`src/design/sbsram_consts.svh`:
```
// register offsets, field positions, reset values and counts of the paired burst memory control
`ifndef SBSRAM_CONSTS_SVH
`define SBSRAM_CONSTS_SVH

// register byte offsets on the apb bus
`define OFF_GLOBAL_CTRL 8'h00
`define OFF_SPACE0_CTRL1 8'h04
`define OFF_STATUS 8'h08
`define OFF_GPIO_OUT 8'h0C
`define OFF_ACCESS_ADDR 8'h10
`define OFF_WRITE_DATA 8'h14
`define OFF_COMMAND 8'h18
`define OFF_READ_DATA 8'h1C

// global control fields
`define GC_MEMCLK_EN_BIT 5
`define GC_RESET 32'h0000_0020

// chip-enable space zero control register one
`define CTRL1_MEMORY_TYPE_FIELD_LSB 12
`define CTRL1_MEMORY_TYPE_FIELD_MSB 14
`define CTRL1_TIMING_MSB 11
`define CTRL1_TIMING_RESET 12'hFFF
`define MEMORY_TYPE_FIELD_RESET 3'h2
`define MEMORY_TYPE_FIELD_SBSRAM 3'h4

// status fields
`define ST_READY_BIT 0
`define ST_BUSY_BIT 1
`define ST_ERROR_BIT 2
`define ST_CLKRUN_BIT 3

// general-purpose output line that feeds the memory snooze pin
`define GPIO_LINE7_BIT 7

// command fields
`define CMD_WRITE_BIT 0
`define CMD_BEN_LSB 4
`define CMD_BEN_MSB 7

// timing counts
`define MEM_CLK_DIV 2
`define SNOOZE_LAT_MEMCYC 4
`define READ_WAIT_TICKS 2'h2

`endif

```
`src/design/sbsram_pkg.sv`:
```
// types shared by the paired burst memory control
package sbsram_pkg;
   // memory sequencer states, one-hot
   typedef enum logic [3:0] {
      S_IDLE = 4'b0001,
      S_LAUNCH = 4'b0010,
      S_ACTIVE = 4'b0100,
      S_RWAIT = 4'b1000
   } seq_state_e;
   // one memory's pin group: two bytes plus their parity
   typedef logic [17:0] half_word_t;
endpackage : sbsram_pkg

```
`src/design/sbsram_lane_split.sv`:
```
// spreads a 32-bit word and its byte enables over two x18 memories
`timescale 1ns/1ps
`default_nettype none
module sbsram_lane_split #(
   parameter int LANES = 4
) (
   input wire logic [31:0] wordIn,
   input wire logic [3:0] byteEnN,
   input wire sbsram_pkg::half_word_t memAIn,
   input wire sbsram_pkg::half_word_t memBIn,
   output sbsram_pkg::half_word_t memAOut,
   output sbsram_pkg::half_word_t memBOut,
   output logic [1:0] memAByteEnN,
   output logic [1:0] memBByteEnN,
   output logic [31:0] wordOut
);
   // lane layout is fixed by the two-by-two pairing
   if (LANES != 4) begin : g_bad_lanes
      $error("lane split serves exactly four byte lanes");
   end
   logic [35:0] flatOut; // lanes 0,1 on memory a, lanes 2,3 on memory b
   logic [35:0] flatIn;
   assign flatIn = {memBIn, memAIn};
   // each lane: byte in low eight bits, even parity on the ninth
   for (genvar i = 0; i < LANES; i++) begin : g_lane
      assign flatOut[i*9 +: 8] = wordIn[i*8 +: 8];
      assign flatOut[i*9 + 8] = ^wordIn[i*8 +: 8];
      assign wordOut[i*8 +: 8] = flatIn[i*9 +: 8]; // parity ignored on read
   end
   assign memAOut = flatOut[17:0];
   assign memBOut = flatOut[35:18];
   assign memAByteEnN = byteEnN[1:0];
   assign memBByteEnN = byteEnN[3:2];
endmodule : sbsram_lane_split
`default_nettype wire

```
`src/design/sbsram_pair_power_down_control.sv`:
```
// register file and access sequencer for two x18 burst memories with power-down control
//
// Decided for this implementation: the placing of the registers and the APB register port.
`timescale 1ns/1ps
`default_nettype none
`include "sbsram_consts.svh"
module sbsram_pair_power_down_control #(
   parameter int ADDR_WIDTH = 18
) (
   input wire logic clk,
   input wire logic sys_rst,
   input wire logic psel,
   input wire logic penable,
   input wire logic pwrite,
   input wire logic [7:0] paddr,
   input wire logic [31:0] pwdata,
   output logic [31:0] prdata,
   output logic pready,
   output logic pslverr,
   output logic memoryClockOut,
   output logic chipEnableSpaceZeroN,
   output logic controllerAddrStrobeN,
   output logic memWriteEnN,
   output logic memOutEnN,
   output logic [ADDR_WIDTH-1:0] memAddr,
   output logic [1:0] memAByteEnN,
   output logic [1:0] memBByteEnN,
   input wire sbsram_pkg::half_word_t memADataIn,
   output sbsram_pkg::half_word_t memADataOut,
   output logic memADataOe,
   input wire sbsram_pkg::half_word_t memBDataIn,
   output sbsram_pkg::half_word_t memBDataOut,
   output logic memBDataOe,
   output logic gpioLineSeven
);
   localparam int LatClks = `SNOOZE_LAT_MEMCYC * `MEM_CLK_DIV; // wake latency in clk cycles
   if (ADDR_WIDTH < 1 || ADDR_WIDTH > 32 || LatClks > 15) begin : g_bad_param
      $error("address width must be 1..32 and latency fit four bits");
   end

   // software-visible state
   logic memClkEn_reg, memClkEn_next;     // memory clock enable bit
   logic [2:0] memory_type_field_reg, memory_type_field_next;     // memory type field
   logic [11:0] timing_reg, timing_next;  // timing fields, stored only
   logic [7:0] gpio_reg, gpio_next;       // general-purpose outputs
   logic [31:0] addr_reg, addr_next;      // access address
   logic [31:0] wdata_reg, wdata_next;    // write data
   logic [31:0] rdata_reg, rdata_next;    // last read word
   logic cmdWrite_reg, cmdWrite_next;     // direction of current access
   logic [3:0] cmdBen_reg, cmdBen_next;   // active-low byte enables
   logic error_reg, error_next;           // sticky refusal flag
   logic [3:0] latCnt_reg, latCnt_next;   // remaining wake latency
   logic [31:0] prdata_reg, prdata_next;  // read data held for access phase
   logic memClk_reg, memClk_next;         // divided memory clock

   // sequencer and pin state
   sbsram_pkg::seq_state_e state_reg, state_next;
   logic [1:0] waitCnt_reg, waitCnt_next;
   logic ceN_reg, ceN_next;
   logic adscN_reg, adscN_next;
   logic weN_reg, weN_next;
   logic oeN_reg, oeN_next;
   logic [3:0] pinBen_reg, pinBen_next;
   logic dataOe_reg, dataOe_next;
   sbsram_pkg::half_word_t outA_reg, outA_next;
   sbsram_pkg::half_word_t outB_reg, outB_next;

   // decode and handshakes
   logic apbWrite;     // write taken this cycle
   logic apbSetup;     // setup phase, read data is fetched now
   logic addrMapped;
   logic tick;         // edge at which the memory clock falls
   logic memReady;     // memory may be accessed
   logic busy;
   logic startAccept;  // command accepted this cycle
   logic [31:0] readWord;
   logic [31:0] statusWord;
   sbsram_pkg::half_word_t syncA, syncB, splitA, splitB;
   logic [1:0] splitBenA, splitBenB;

   assign pready = 1'b1; // zero wait states: every access completes in its first access cycle
   assign apbSetup = psel && !penable;
   assign apbWrite = psel && penable && pwrite && addrMapped;
   assign addrMapped = (paddr[1:0] == 2'h0) && (paddr <= `OFF_READ_DATA);
   assign pslverr = psel && penable && !addrMapped;
   assign tick = memClkEn_reg && memClk_reg;
   assign busy = (state_reg != sbsram_pkg::S_IDLE);
   // ready only with snooze released, clock on and latency spent
   assign memReady = memClkEn_reg && !gpio_reg[`GPIO_LINE7_BIT] && (latCnt_reg == 4'h0);
   assign statusWord = {28'h0000000, memClkEn_reg, error_reg, busy, memReady};

   // read data pins pass two flops before anything looks at them
   sbsram_sync2 #(.WIDTH(18)) u_sync_a (
      .clk(clk), .sys_rst(sys_rst), .asyncIn(memADataIn), .syncOut(syncA)
   );
   sbsram_sync2 #(.WIDTH(18)) u_sync_b (
      .clk(clk), .sys_rst(sys_rst), .asyncIn(memBDataIn), .syncOut(syncB)
   );

   // word split across the pair, each memory carrying two lanes
   sbsram_lane_split #(.LANES(4)) u_split (
      .wordIn(wdata_reg),
      .byteEnN(cmdBen_reg),
      .memAIn(syncA),
      .memBIn(syncB),
      .memAOut(splitA),
      .memBOut(splitB),
      .memAByteEnN(splitBenA),
      .memBByteEnN(splitBenB),
      .wordOut(readWord)
   );

   // register file, clock divider and latency counter
   always_comb begin
      memClkEn_next = memClkEn_reg;
      memory_type_field_next = memory_type_field_reg;
      timing_next = timing_reg;
      gpio_next = gpio_reg;
      addr_next = addr_reg;
      wdata_next = wdata_reg;
      cmdWrite_next = cmdWrite_reg;
      cmdBen_next = cmdBen_reg;
      error_next = error_reg;
      prdata_next = prdata_reg;
      startAccept = 1'b0;
      latCnt_next = (latCnt_reg != 4'h0) ? latCnt_reg - 4'h1 : 4'h0;
      // divider holds low while gated, so the pin rests low
      memClk_next = memClkEn_reg ? !memClk_reg : 1'b0;
      if (apbWrite) begin
         case (paddr)
            `OFF_GLOBAL_CTRL: begin
               memClkEn_next = pwdata[`GC_MEMCLK_EN_BIT];
               // restarting the clock costs the wake latency
               if (pwdata[`GC_MEMCLK_EN_BIT] && !memClkEn_reg) begin
                  latCnt_next = 4'(LatClks);
               end
            end
            `OFF_SPACE0_CTRL1: begin
               memory_type_field_next = pwdata[`CTRL1_MEMORY_TYPE_FIELD_MSB:`CTRL1_MEMORY_TYPE_FIELD_LSB];
               timing_next = pwdata[`CTRL1_TIMING_MSB:0];
            end
            `OFF_STATUS: begin
               // write one clears the error flag
               if (pwdata[`ST_ERROR_BIT]) begin
                  error_next = 1'b0;
               end
            end
            `OFF_GPIO_OUT: begin
               // snooze may not change under a running access
               if (busy) begin
                  error_next = 1'b1;
               end else begin
                  gpio_next = pwdata[7:0];
                  if (pwdata[`GPIO_LINE7_BIT] != gpio_reg[`GPIO_LINE7_BIT]) begin
                     latCnt_next = 4'(LatClks);
                  end
               end
            end
            `OFF_ACCESS_ADDR: addr_next = pwdata;
            `OFF_WRITE_DATA: wdata_next = pwdata;
            `OFF_COMMAND: begin
               // only the burst type, idle and ready memory take a command
               if (!busy && memReady && memory_type_field_reg == `MEMORY_TYPE_FIELD_SBSRAM) begin
                  startAccept = 1'b1;
                  cmdWrite_next = pwdata[`CMD_WRITE_BIT];
                  cmdBen_next = pwdata[`CMD_WRITE_BIT] ? pwdata[`CMD_BEN_MSB:`CMD_BEN_LSB]
                                                       : 4'h0;
               end else begin
                  error_next = 1'b1;
               end
            end
            default: begin
               // read-only offsets ignore writes
            end
         endcase
      end
      // read capture from the sequencer
      if (state_reg == sbsram_pkg::S_RWAIT && tick && waitCnt_reg == 2'h1) begin
         rdata_next = readWord;
      end else begin
         rdata_next = rdata_reg;
      end
      // read mux sampled in setup, held through the access phase
      if (apbSetup) begin
         case (paddr)
            `OFF_GLOBAL_CTRL: prdata_next = 32'(memClkEn_reg) << `GC_MEMCLK_EN_BIT;
            `OFF_SPACE0_CTRL1: prdata_next = {17'h00000, memory_type_field_reg, timing_reg};
            `OFF_STATUS: prdata_next = statusWord;
            `OFF_GPIO_OUT: prdata_next = {24'h000000, gpio_reg};
            `OFF_ACCESS_ADDR: prdata_next = addr_reg;
            `OFF_WRITE_DATA: prdata_next = wdata_reg;
            `OFF_COMMAND: prdata_next = {24'h000000, cmdBen_reg, 3'h0, cmdWrite_reg};
            `OFF_READ_DATA: prdata_next = rdata_reg;
            default: prdata_next = 32'h0000_0000;
         endcase
      end
   end

   // register file flops
   always_ff @(posedge clk) begin
      if (sys_rst) begin
         memClkEn_reg <= 1'(`GC_RESET >> `GC_MEMCLK_EN_BIT);
         memory_type_field_reg <= `MEMORY_TYPE_FIELD_RESET;
         timing_reg <= `CTRL1_TIMING_RESET;
         gpio_reg <= 8'h00;
         addr_reg <= 32'h0000_0000;
         wdata_reg <= 32'h0000_0000;
         rdata_reg <= 32'h0000_0000;
         cmdWrite_reg <= 1'b0;
         cmdBen_reg <= 4'hF;
         error_reg <= 1'b0;
         latCnt_reg <= 4'h0;
         prdata_reg <= 32'h0000_0000;
         memClk_reg <= 1'b0;
      end else begin
         memClkEn_reg <= memClkEn_next;
         memory_type_field_reg <= memory_type_field_next;
         timing_reg <= timing_next;
         gpio_reg <= gpio_next;
         addr_reg <= addr_next;
         wdata_reg <= wdata_next;
         rdata_reg <= rdata_next;
         cmdWrite_reg <= cmdWrite_next;
         cmdBen_reg <= cmdBen_next;
         error_reg <= error_next;
         latCnt_reg <= latCnt_next;
         prdata_reg <= prdata_next;
         memClk_reg <= memClk_next;
      end
   end

   // access sequencer; pins change only at memory clock falls
   always_comb begin
      state_next = state_reg;
      waitCnt_next = waitCnt_reg;
      ceN_next = ceN_reg;
      adscN_next = adscN_reg;
      weN_next = weN_reg;
      oeN_next = oeN_reg;
      pinBen_next = pinBen_reg;
      dataOe_next = dataOe_reg;
      outA_next = outA_reg;
      outB_next = outB_reg;
      case (state_reg)
         sbsram_pkg::S_IDLE: begin
            // idle: select and strobe stay inactive for low power
            ceN_next = 1'b1;
            adscN_next = 1'b1;
            if (startAccept) begin
               state_next = sbsram_pkg::S_LAUNCH;
            end
         end
         sbsram_pkg::S_LAUNCH: begin
            // a stopped clock freezes the sequencer here
            if (tick) begin
               ceN_next = 1'b0;
               adscN_next = 1'b0;
               weN_next = !cmdWrite_reg;
               oeN_next = cmdWrite_reg;
               pinBen_next = {splitBenB, splitBenA};
               outA_next = splitA;
               outB_next = splitB;
               dataOe_next = cmdWrite_reg;
               state_next = sbsram_pkg::S_ACTIVE;
            end
         end
         sbsram_pkg::S_ACTIVE: begin
            if (tick) begin
               ceN_next = 1'b1;
               adscN_next = 1'b1;
               weN_next = 1'b1;
               dataOe_next = 1'b0;
               pinBen_next = 4'hF;
               waitCnt_next = `READ_WAIT_TICKS;
               state_next = cmdWrite_reg ? sbsram_pkg::S_IDLE : sbsram_pkg::S_RWAIT;
            end
         end
         sbsram_pkg::S_RWAIT: begin
            // pipeline plus synchroniser delay before the word is good
            if (tick) begin
               waitCnt_next = waitCnt_reg - 2'h1;
               if (waitCnt_reg == 2'h1) begin
                  oeN_next = 1'b1;
                  state_next = sbsram_pkg::S_IDLE;
               end
            end
         end
         default: begin
            state_next = sbsram_pkg::S_IDLE;
         end
      endcase
   end

   // sequencer flops
   always_ff @(posedge clk) begin
      if (sys_rst) begin
         state_reg <= sbsram_pkg::S_IDLE;
         waitCnt_reg <= 2'h0;
         ceN_reg <= 1'b1;
         adscN_reg <= 1'b1;
         weN_reg <= 1'b1;
         oeN_reg <= 1'b1;
         pinBen_reg <= 4'hF;
         dataOe_reg <= 1'b0;
         outA_reg <= 18'h00000;
         outB_reg <= 18'h00000;
      end else begin
         state_reg <= state_next;
         waitCnt_reg <= waitCnt_next;
         ceN_reg <= ceN_next;
         adscN_reg <= adscN_next;
         weN_reg <= weN_next;
         oeN_reg <= oeN_next;
         pinBen_reg <= pinBen_next;
         dataOe_reg <= dataOe_next;
         outA_reg <= outA_next;
         outB_reg <= outB_next;
      end
   end

   assign prdata = prdata_reg;
   assign memoryClockOut = memClk_reg;
   assign chipEnableSpaceZeroN = ceN_reg;
   assign controllerAddrStrobeN = adscN_reg;
   assign memWriteEnN = weN_reg;
   assign memOutEnN = oeN_reg;
   assign memAddr = addr_reg[ADDR_WIDTH-1:0];
   assign memAByteEnN = pinBen_reg[1:0];
   assign memBByteEnN = pinBen_reg[3:2];
   assign memADataOut = outA_reg;
   assign memBDataOut = outB_reg;
   assign memADataOe = dataOe_reg;
   assign memBDataOe = dataOe_reg;
   assign gpioLineSeven = gpio_reg[`GPIO_LINE7_BIT];

   logic memClkEnReg; // copy of the enable bit for the checks
   assign memClkEnReg = memClkEn_reg;
endmodule : sbsram_pair_power_down_control
`default_nettype wire

```
`src/design/sbsram_sync2.sv`:
```
// two-flop synchroniser for pin inputs
`timescale 1ns/1ps
`default_nettype none
module sbsram_sync2 #(
   parameter int WIDTH = 18
) (
   input wire logic clk,
   input wire logic sys_rst,
   input wire logic [WIDTH-1:0] asyncIn,
   output logic [WIDTH-1:0] syncOut
);
   if (WIDTH < 1) begin : g_bad_width
      $error("sync width must be positive");
   end
   logic [WIDTH-1:0] stage1_reg; // first stage, read only by stage two
   logic [WIDTH-1:0] stage2_reg; // settled copy
   // both stages clear on reset
   always_ff @(posedge clk) begin
      if (sys_rst) begin
         stage1_reg <= '0;
         stage2_reg <= '0;
      end else begin
         stage1_reg <= asyncIn;
         stage2_reg <= stage1_reg;
      end
   end
   assign syncOut = stage2_reg;
endmodule : sbsram_sync2
`default_nettype wire

```
`config.mk`:
```
export PLATFORM = sky130hd
export DESIGN_NAME = sbsram_pair_power_down_control
export DESIGN_NICKNAME = d
export VERILOG_FILES = /design/src/design/sbsram_pkg.sv /design/src/design/sbsram_lane_split.sv /design/src/design/sbsram_pair_power_down_control.sv /design/src/design/sbsram_sync2.sv
export VERILOG_INCLUDE_DIRS = /design/src /design/src/design
export SDC_FILE = /design/constraint.sdc
export NUM_CORES = 1
export LEC_CHECK = 0
export BUFFER_PORTS_ARGS = -buffer_cell sky130_fd_sc_hd__buf_2
export CAP_MARGIN = 40
export CORE_UTILIZATION = 32
export CTS_BUF_LIST = sky130_fd_sc_hd__clkbuf_4
export CTS_CLUSTER_DIAMETER = 80
export DETAILED_ROUTE_END_ITERATION = 7
export PLACE_DENSITY = 0.49
export SLEW_MARGIN = 15
export SYNTH_ARGS = -nofsm -noshare
export SYNTH_HDL_FRONTEND = slang
export SYNTH_HIERARCHICAL = 1
export SYNTH_SLANG_ARGS = --single-unit
```
`constraint.sdc`:
```
create_clock -name clk -period 5.49 [get_ports clk]
set_input_delay 0.2745 -clock clk [delete_from_list [all_inputs] [get_ports clk]]
set_output_delay 0.2745 -clock clk [all_outputs]
set_load 0.02 [all_outputs]
```
==> summary.md, run 1 <==
With fillers left out, the area of the finished cells amounts to 0.0137 mm^2. Leaving out fill and tap cells, the most frequent cell in the layout is sky130_fd_sc_hd__dfxtp_1. The logs give 1,215 for the post-synthesis instance total and 604 for the DRC marker count from the first detailed-route iteration. The run gives 0 as the count of maximum capacitance violations.

Summing all placed instances gives a cell area of 0.0118 mm^2. The number of antenna violations at the first check in global routing was 1. Via count of the first global-routing pass: 8,625. The highest net fanout along the worst path is 36.

The areal power density over the cells works out to 313 mW/mm^2. From bottom edge to top edge, the die measures 190 um. For the number of vias after detailed routing, the log shows 9,012.

Type of the most critical hold path: in2reg. The total negative slack for setup checks is 0 ns, and the average instance area after synthesis is 9.29 um^2. The detail-routed net length per standard cell came out at 16.8 um. The filler cells instantiated in the layout total 3,509.

The multi-input gate area in the final layout was 0.00470 mm^2; the count of buffers from port buffering was 175. Between clock sinks in the finished design, the worst skew comes to 0.0301 ns. The number of vias per cell after detailed routing is 4.71. The startpoint identified for the worst register-to-register timing path is state_reg[1]. Number of iterations in the first detailed-routing pass: 5. The start-to-end type of the worst setup path is in2reg. STA classifies the critical path startpoint as a primary input. The run finished with clean final reports. At the pin with the least slew margin, the transition time is 0.886 ns. The tools report the fraction of power consumed by the clock network as 46.2%. On the critical path the largest part of the delay comes from buffers and inverters. For the worst setup path, the data arrival time is 3.63 ns. Leaving out filler cells and counting taps, the final layout contains 1,914.

The total of warnings raised by yosys was 6; the clock slew at the register clock pins of the worst setup and hold paths was 0.07 ns. The number of clock buffers added by TritonCTS is 78. At the later pin of the worst-skew pair, clock insertion delay measures 0.72 ns.

The die is 190 um wide. The launch point of the critical path was paddr[7]. Switching share of power: 23.8%. CTS built an H-tree with a depth of 3. The pin count of the biggest net entering global routing was 86; the synthesis-to-finish area growth was 21.7%. Sequential cells account for 47.8% of the total power. The number of hold buffers added after CTS came out at 86.

The worst path needs 2.99 ns of the cycle, external delays included. After global routing the overflow that remains totals 0. The largest incremental delay on the critical path is 0.60 ns, and the number of hold violations in the final report is 0. When the netlist entered floorplanning its net count stood at 1,299.

The slowest cell on the critical path is sky130_fd_sc_hd__dlygate4sd3_1. In the final layout, the share of cells above drive strength 1 is 24.3%. For this run, the total global-route usage over all layers was measured as 18.0%. The synthesized netlist occupies a cell area of 0.0113 mm^2. The number of nets with antenna violations after routing came out at 0. For the worst setup path, the data required time is 6.13 ns. The run gives 0 as the post-detailed-route DRC marker count. Across the VDD grid, the largest voltage drop is 0.000171 V. CTS saw 277 sinks.

In this run, placement finished with an instance count of 1,694. Traced cell by cell, the critical path runs through dlygate4sd3_1 > buf_2 > nor3_1 > dlygate4sd3_1 > buf_4 > and4_1 > a41oi_2 > nor3_4 > buf_4 > a22o_1. The logs give 3 for the deepest clock path buffer count and 21.8 mm for the half-perimeter wire length after detailed placement. Setup violations remaining at the end of the flow were counted as 0. Dividing the final minimum period by the clock period gives 54.5%. The area taken by flip-flops and latches is 0.00555 mm^2. Together, buffers and inverters on the worst path number 5. In this run the clock root is driven by a sky130_fd_sc_hd__clkbuf_4. For the starting density of the core, the log shows 32.6%. The floorplan step defined a die boundary enclosing 0.0360 mm^2. In the layout the commonest cells are 277 x sky130_fd_sc_hd__dfxtp_1, 206 x sky130_fd_sc_hd__nand2_1, 175 x sky130_fd_sc_hd__buf_2.

The logs give 0 for the number of pins exceeding their max-slew limit in the final report and 0 for the post-cts sizing count. TritonCTS built the clock tree. The worst pin sits at a relative slew slack of 40.1%. Origin of the worst min-delay path: paddr[0]. The floorplan has 68 rows. Cell internal power was estimated by the tool at 3.27 mW. Setup repair after global routing left no endpoint under its margin. The first global-routing pass estimated 49.9 mm of wire. The worst hold path was traced through 4 stages. Static timing analysis puts the maximum clock frequency at 334 MHz. The logs give 1,489 for the final net count and 5.50 nW for the leakage power of the design. In this run the number of cells on the critical path is 10. The congestion estimate from routability-driven global placement came to 0.837. For this design the total switching power over the nets is 1.02 mW. For this design the top-level I/O count stands at 181.

STA classifies the critical path endpoint as a flip-flop. Per report_power, the combinational group accounts for 5.9% of the total. Wires add up to 32.2 mm. The number of cells on the worst reg-to-reg path is 6.

In this run the post-CTS setup repair buffer count came out at 0. The core footprint came out at 0.0346 mm^2.
[cell type report]
type,instances,area share (%)
Multi-Input combinational cell,765,34.2
Tap cell,455,4.14
Clock buffer,111,6.07
Clock inverter,22,1.41
Antenna cell,1,0.0182
Inverter,6,0.164
Timing Repair Buffer,277,13.6
Sequential cell,277,40.4
[routing by layer]
layer	up-vias	GRT usage (%)	part of all wire, %
met3	49	5.55	7.4
met5	-	0	0
met2	277	25.6	42
met1	4175	25.0	48
met4	0	7.48	2.3
li1	4511	-	-
[worst register-to-register path: cells and delay by family, from the launching register on]
kind | cells | cell delay, ns
AND/OR/NAND/NOR | 3 | 1.27
AO/OA/AOI/OAI | 2 | 0.49
flip-flops | 1 | 0.39
buffers and inverters | 1 | 0.41
[metrics by stage]
step           hold slack (ns)  util (%)  setup slack [ns]  power [mW]
4_1_cts                 0.0200      39.7              2.69        4.37
3_5_place_dp             0.420      34.2              2.53        2.31
3_3_place_gp             0.421      34.1              2.20        2.30
6_report                 0.102      39.7              2.50        4.30
5_1_grt                 0.0713      39.7              2.35        4.52
2_1_floorplan            0.396         -              3.32        2.25
[power groups by stage]
| stage | clock, mW | combinational (mW) | sequential (mW) |
|---|---|---|---|
| floorplan | 0 | 0.148 | 2.10 |
| global placement | 0 | 0.203 | 2.10 |
| detailed placement | 0 | 0.208 | 2.10 |
| CTS | 2.06 | 0.255 | 2.05 |
| global route | 2.18 | 0.279 | 2.06 |
| finish | 1.99 | 0.255 | 2.05 |
[worst paths after layout]
| path | endpoint | slack [ns] |
|---|---|---|
| worst min-delay path | error_reg | 0.10 |
| worst min register to register | rdata_reg[23] | 0.42 |
| worst max register to register | memBDataOut[6] | 2.88 |
| worst max-delay path | memBDataOut[6] | 2.50 |
(Power assumes the default switching activity.)
==> run 2, diff against run 1 <==
--- a/config.mk
+++ b/config.mk
@@ -6,6 +6,7 @@
 export SDC_FILE = /design/constraint.sdc
 export NUM_CORES = 1
 export LEC_CHECK = 0
+export ABC_AREA = 1
 export BUFFER_PORTS_ARGS = -buffer_cell sky130_fd_sc_hd__buf_2
 export CAP_MARGIN = 40
 export CORE_UTILIZATION = 32
==> constraint.sdc (replaced) <==
create_clock -name clk -period 2.8 [get_ports clk]
set_input_delay 0.14 -clock clk [delete_from_list [all_inputs] [get_ports clk]]
set_output_delay 0.14 -clock clk [all_outputs]
set_load 0.02 [all_outputs]
==> run 2 against run 1 <==
First-iteration DRC count grew 11%. Flip-flop and latch count is the same. Core utilization shrank 0.64 points. Highest routed layer unchanged. Via count grew 18%. Global-route usage is essentially flat. Worst hold slack lost 0.030 ns. Clock skew grew 0.0010 ns. Synthesized cell count grew 41%. Routed wire length grew 5.9%. Worst setup slack lost 2.5 ns.
==> summary.md, run 2 <==
The run finished with clean final reports. The critical path data arrival time was 3.41 ns (-0.22 ns); the overall global routing resource usage was 18.0% (-0.037 points). The areal power density over the cells is 581 mW/mm^2 (+86%). The logs give 34.1 mm (+5.9%) for the post-detailed-routing wire length and 10.2k (+19%) for the via count of the first global-routing pass. The final setup violation count was 0 (unchanged). For the pin count of the biggest net entering global routing, the log shows 79 (-8.1%).

Capturing point of the worst reg2reg path: cmdWrite_reg. The kind of start point of the critical path was a primary input. The tools report the post-cts sizing count as 0 (unchanged). For the worst endpoint required time, the log shows 3.43 ns (-2.70 ns). The total of warnings raised by yosys is 6 (unchanged).

The tools report the launch point of the critical path as paddr[0]. The number of antenna violations at the first check in global routing was 1 (unchanged); the starting density of the core was 32.6% (-0.059 points). The start-to-end type of the worst setup path was in2reg. Number of nets produced by synthesis: 1,797 (+38%).

The DRC marker count from the first detailed-route iteration came out at 673 (+11%). The total standard cell area after synthesis is 0.0119 mm^2 (+5.8%). Following the worst setup path forward leads to its endpoint at cmdWrite_reg. TritonCTS built the clock tree. The worst vdd rail ir drop is 0.000196 V (+14%), and the number of clock sinks is 277 (unchanged).

For the number of iterations in the first detailed-routing pass, the log shows 5 (unchanged). Compared with the post-synthesis result, the final layout area differs by 19.9%. Leaving out fill and tap cells, the most frequent cell in the layout is sky130_fd_sc_hd__nand2_1.

The total negative slack for setup checks was 0 ns (unchanged); the number of buffers created by CTS was 80 (+2.6%). The largest incremental delay on the critical path is 0.72 ns (+0.12 ns), and the number of cells on the critical path is 10 (unchanged). Combined buffer and inverter count along the critical path: 5 (unchanged).

The top cell types in the final layout, fill and taps aside, are 435 x sky130_fd_sc_hd__nand2_1, 371 x sky130_fd_sc_hd__nor2_1, 277 x sky130_fd_sc_hd__dfxtp_1. The number of top-level pins was 181 (unchanged). The post-route minimum period works out to 2.78 ns.

The relative slew slack is 47.6% (+7.5 points), and the number of nets with antenna violations after routing is 0 (unchanged). The clock slew at the register clock pins of the worst setup and hold paths works out to 0.06 ns (about the same). The overall power after layout was 8.33 mW (+94%); the leakage power of the design was 6.72 nW (+22%).

The least setup slack across all paths after layout is 0.0192 ns (-2.48 ns). Horizontal die dimension: 195 um (+2.8%). The row count is 70 (+2.9%), and the part of the cycle the worst path needs is 99.3%. The highest net fanout along the worst path was 6 (-83%). The wire length of the first global-routing pass came out at 54.3 mm (+8.7%).

The detail-routed net length per standard cell came out at 14.1 um (-16%). For the final RePlAce weighted congestion, the log shows 0.885 (+5.7%). The floorplan die height was 195 um (+2.8%).

The transition time at the pin with the least slew margin was 0.786 ns (-0.100 ns); the upper clock frequency limit was 360 MHz. Family with the most delay on the worst path: buffers and inverters. The count of maximum capacitance violations was 0 (unchanged).

Worst-case setup slack after placement: 0.719 ns (-1.81 ns). The min-delay analysis places its worst path in the category in2reg. The cell depth of the worst flop-to-flop path was 9 (+3); the post-synthesis instance total was 1,713 (+41%). The post-detailed-route DRC marker count is 0 (unchanged). The slack of the worst reg-to-reg path came out at 0.82 ns (-2.06 ns). Slowest cell on the critical path: sky130_fd_sc_hd__dlygate4sd3_1.

The H-tree depth was 3 (unchanged); the area taken by flip-flops and latches was 0.00555 mm^2 (unchanged). The logs give 10.7k (+18%) for the number of vias after detailed routing and 0 (unchanged) for the number of hold violations in the final report. The total congestion overflow after global routing was 0 (unchanged). The type of element capturing the critical path is a flip-flop.

The tools report the insertion delay of the later-clocked pin in the worst-skew pair as 0.72 ns (about the same). Setup repair after global routing left no endpoint under its margin. Core footprint: 0.0367 mm^2 (+6.0%). Share of layout cells above drive strength 1: 17.3% (-7.1 points). For the number of pins exceeding their max-slew limit in the final report, the log shows 0 (unchanged).

The average instance area after synthesis is 6.97 um^2 (-25%). The run gives 23.4 mm (+7.4%) as the half-perimeter wire length after detailed placement. The final net count was 1,994 (+34%); the die footprint was 0.0381 mm^2 (+5.7%).

The count of buffers from port buffering came out at 175 (unchanged). The most prevalent standard cell on the critical path is sky130_fd_sc_hd__dlygate4sd3_1. Number of vias per cell after detailed routing: 4.40 (-6.7%). The deepest clock path buffer count is 3 (unchanged), and the multi-input gate area in the final layout is 0.00478 mm^2 (+1.7%).

The run gives 3,955 (+13%) as the number of fill cells. Startpoint of the worst register-to-register path: latCnt_reg[0]. The critical path goes through dlygate4sd3_1 > buf_2 > nor2_4 > nand3_2 > dlygate4sd3_1 > nor2_8 > dlygate4sd3_1 > nand4_1 > dlygate4sd3_1 > a21oi_1.

The worst clock skew was 0.0311 ns (+0.00103 ns). The cell at the root of the clock tree was sky130_fd_sc_hd__clkbuf_4.
run 2: repair_timing:
item / 4_1_cts / 5_1_grt
hold buffers: 90 / 0
hold endpoints to repair: 142 / 0
setup buffers: 0 / 0
run 2: power by group:
part / internal [mW] / total [mW] / switching [mW]
registers: 4.03 / 4.07 / 0.0421
clock network: 1.87 / 3.59 / 1.72
logic: 0.276 / 0.669 / 0.393
run 2: area by class of cell:
type / count / share of cell area, %
Antenna cell: 2 / 0.0349
Clock buffer: 109 / 5.71
Inverter: 149 / 3.92
Sequential cell: 277 / 38.7
Timing Repair Buffer: 278 / 13.4
Tap cell: 468 / 4.09
Clock inverter: 19 / 0.769
Multi-Input combinational cell: 1124 / 33.3
run 2: stage by stage:
stage                     utilization, %  hold slack, ns  instances  cell area, um^2
after floorplan                        -           0.247       1713            11900
final                               39.0          0.0717       2426            14300
after global routing                39.0           0.104       2426            14300
after detailed placement            34.0           0.348       2206            12500
after CTS                           39.0         0.00104       2424            14300
after global placement              34.0           0.348       2205            12500
run 2: layer usage:
layer	global-route usage [%]	share of wire, %
met1	25.0	49
met5	0	0
met2	26.2	42
met3	4.34	6.4
met4	8.08	2.6
run 2: how the worst min path moves through the flow:
stage                        startpoint                     end  slack [ns]  cells past startpoint
final                          paddr[3]               error_reg        0.07                      7
after global routing             pwrite               error_reg        0.10                      7
after CTS                      paddr[3]               error_reg       0.001                      7
after detailed placement  memADataIn[6]  u_sync_a/stage1_reg[6]        0.35                      3
after global placement    memBDataIn[9]  u_sync_b/stage1_reg[9]        0.35                      3
after floorplan           memADataIn[0]  u_sync_a/stage1_reg[0]        0.25                      2
run 2: worst min-delay path: cells and delay by family:
kind,cells,cell delay [ns]
buffers and inverters,1,0.13
and+or+nand+nor,6,0.45
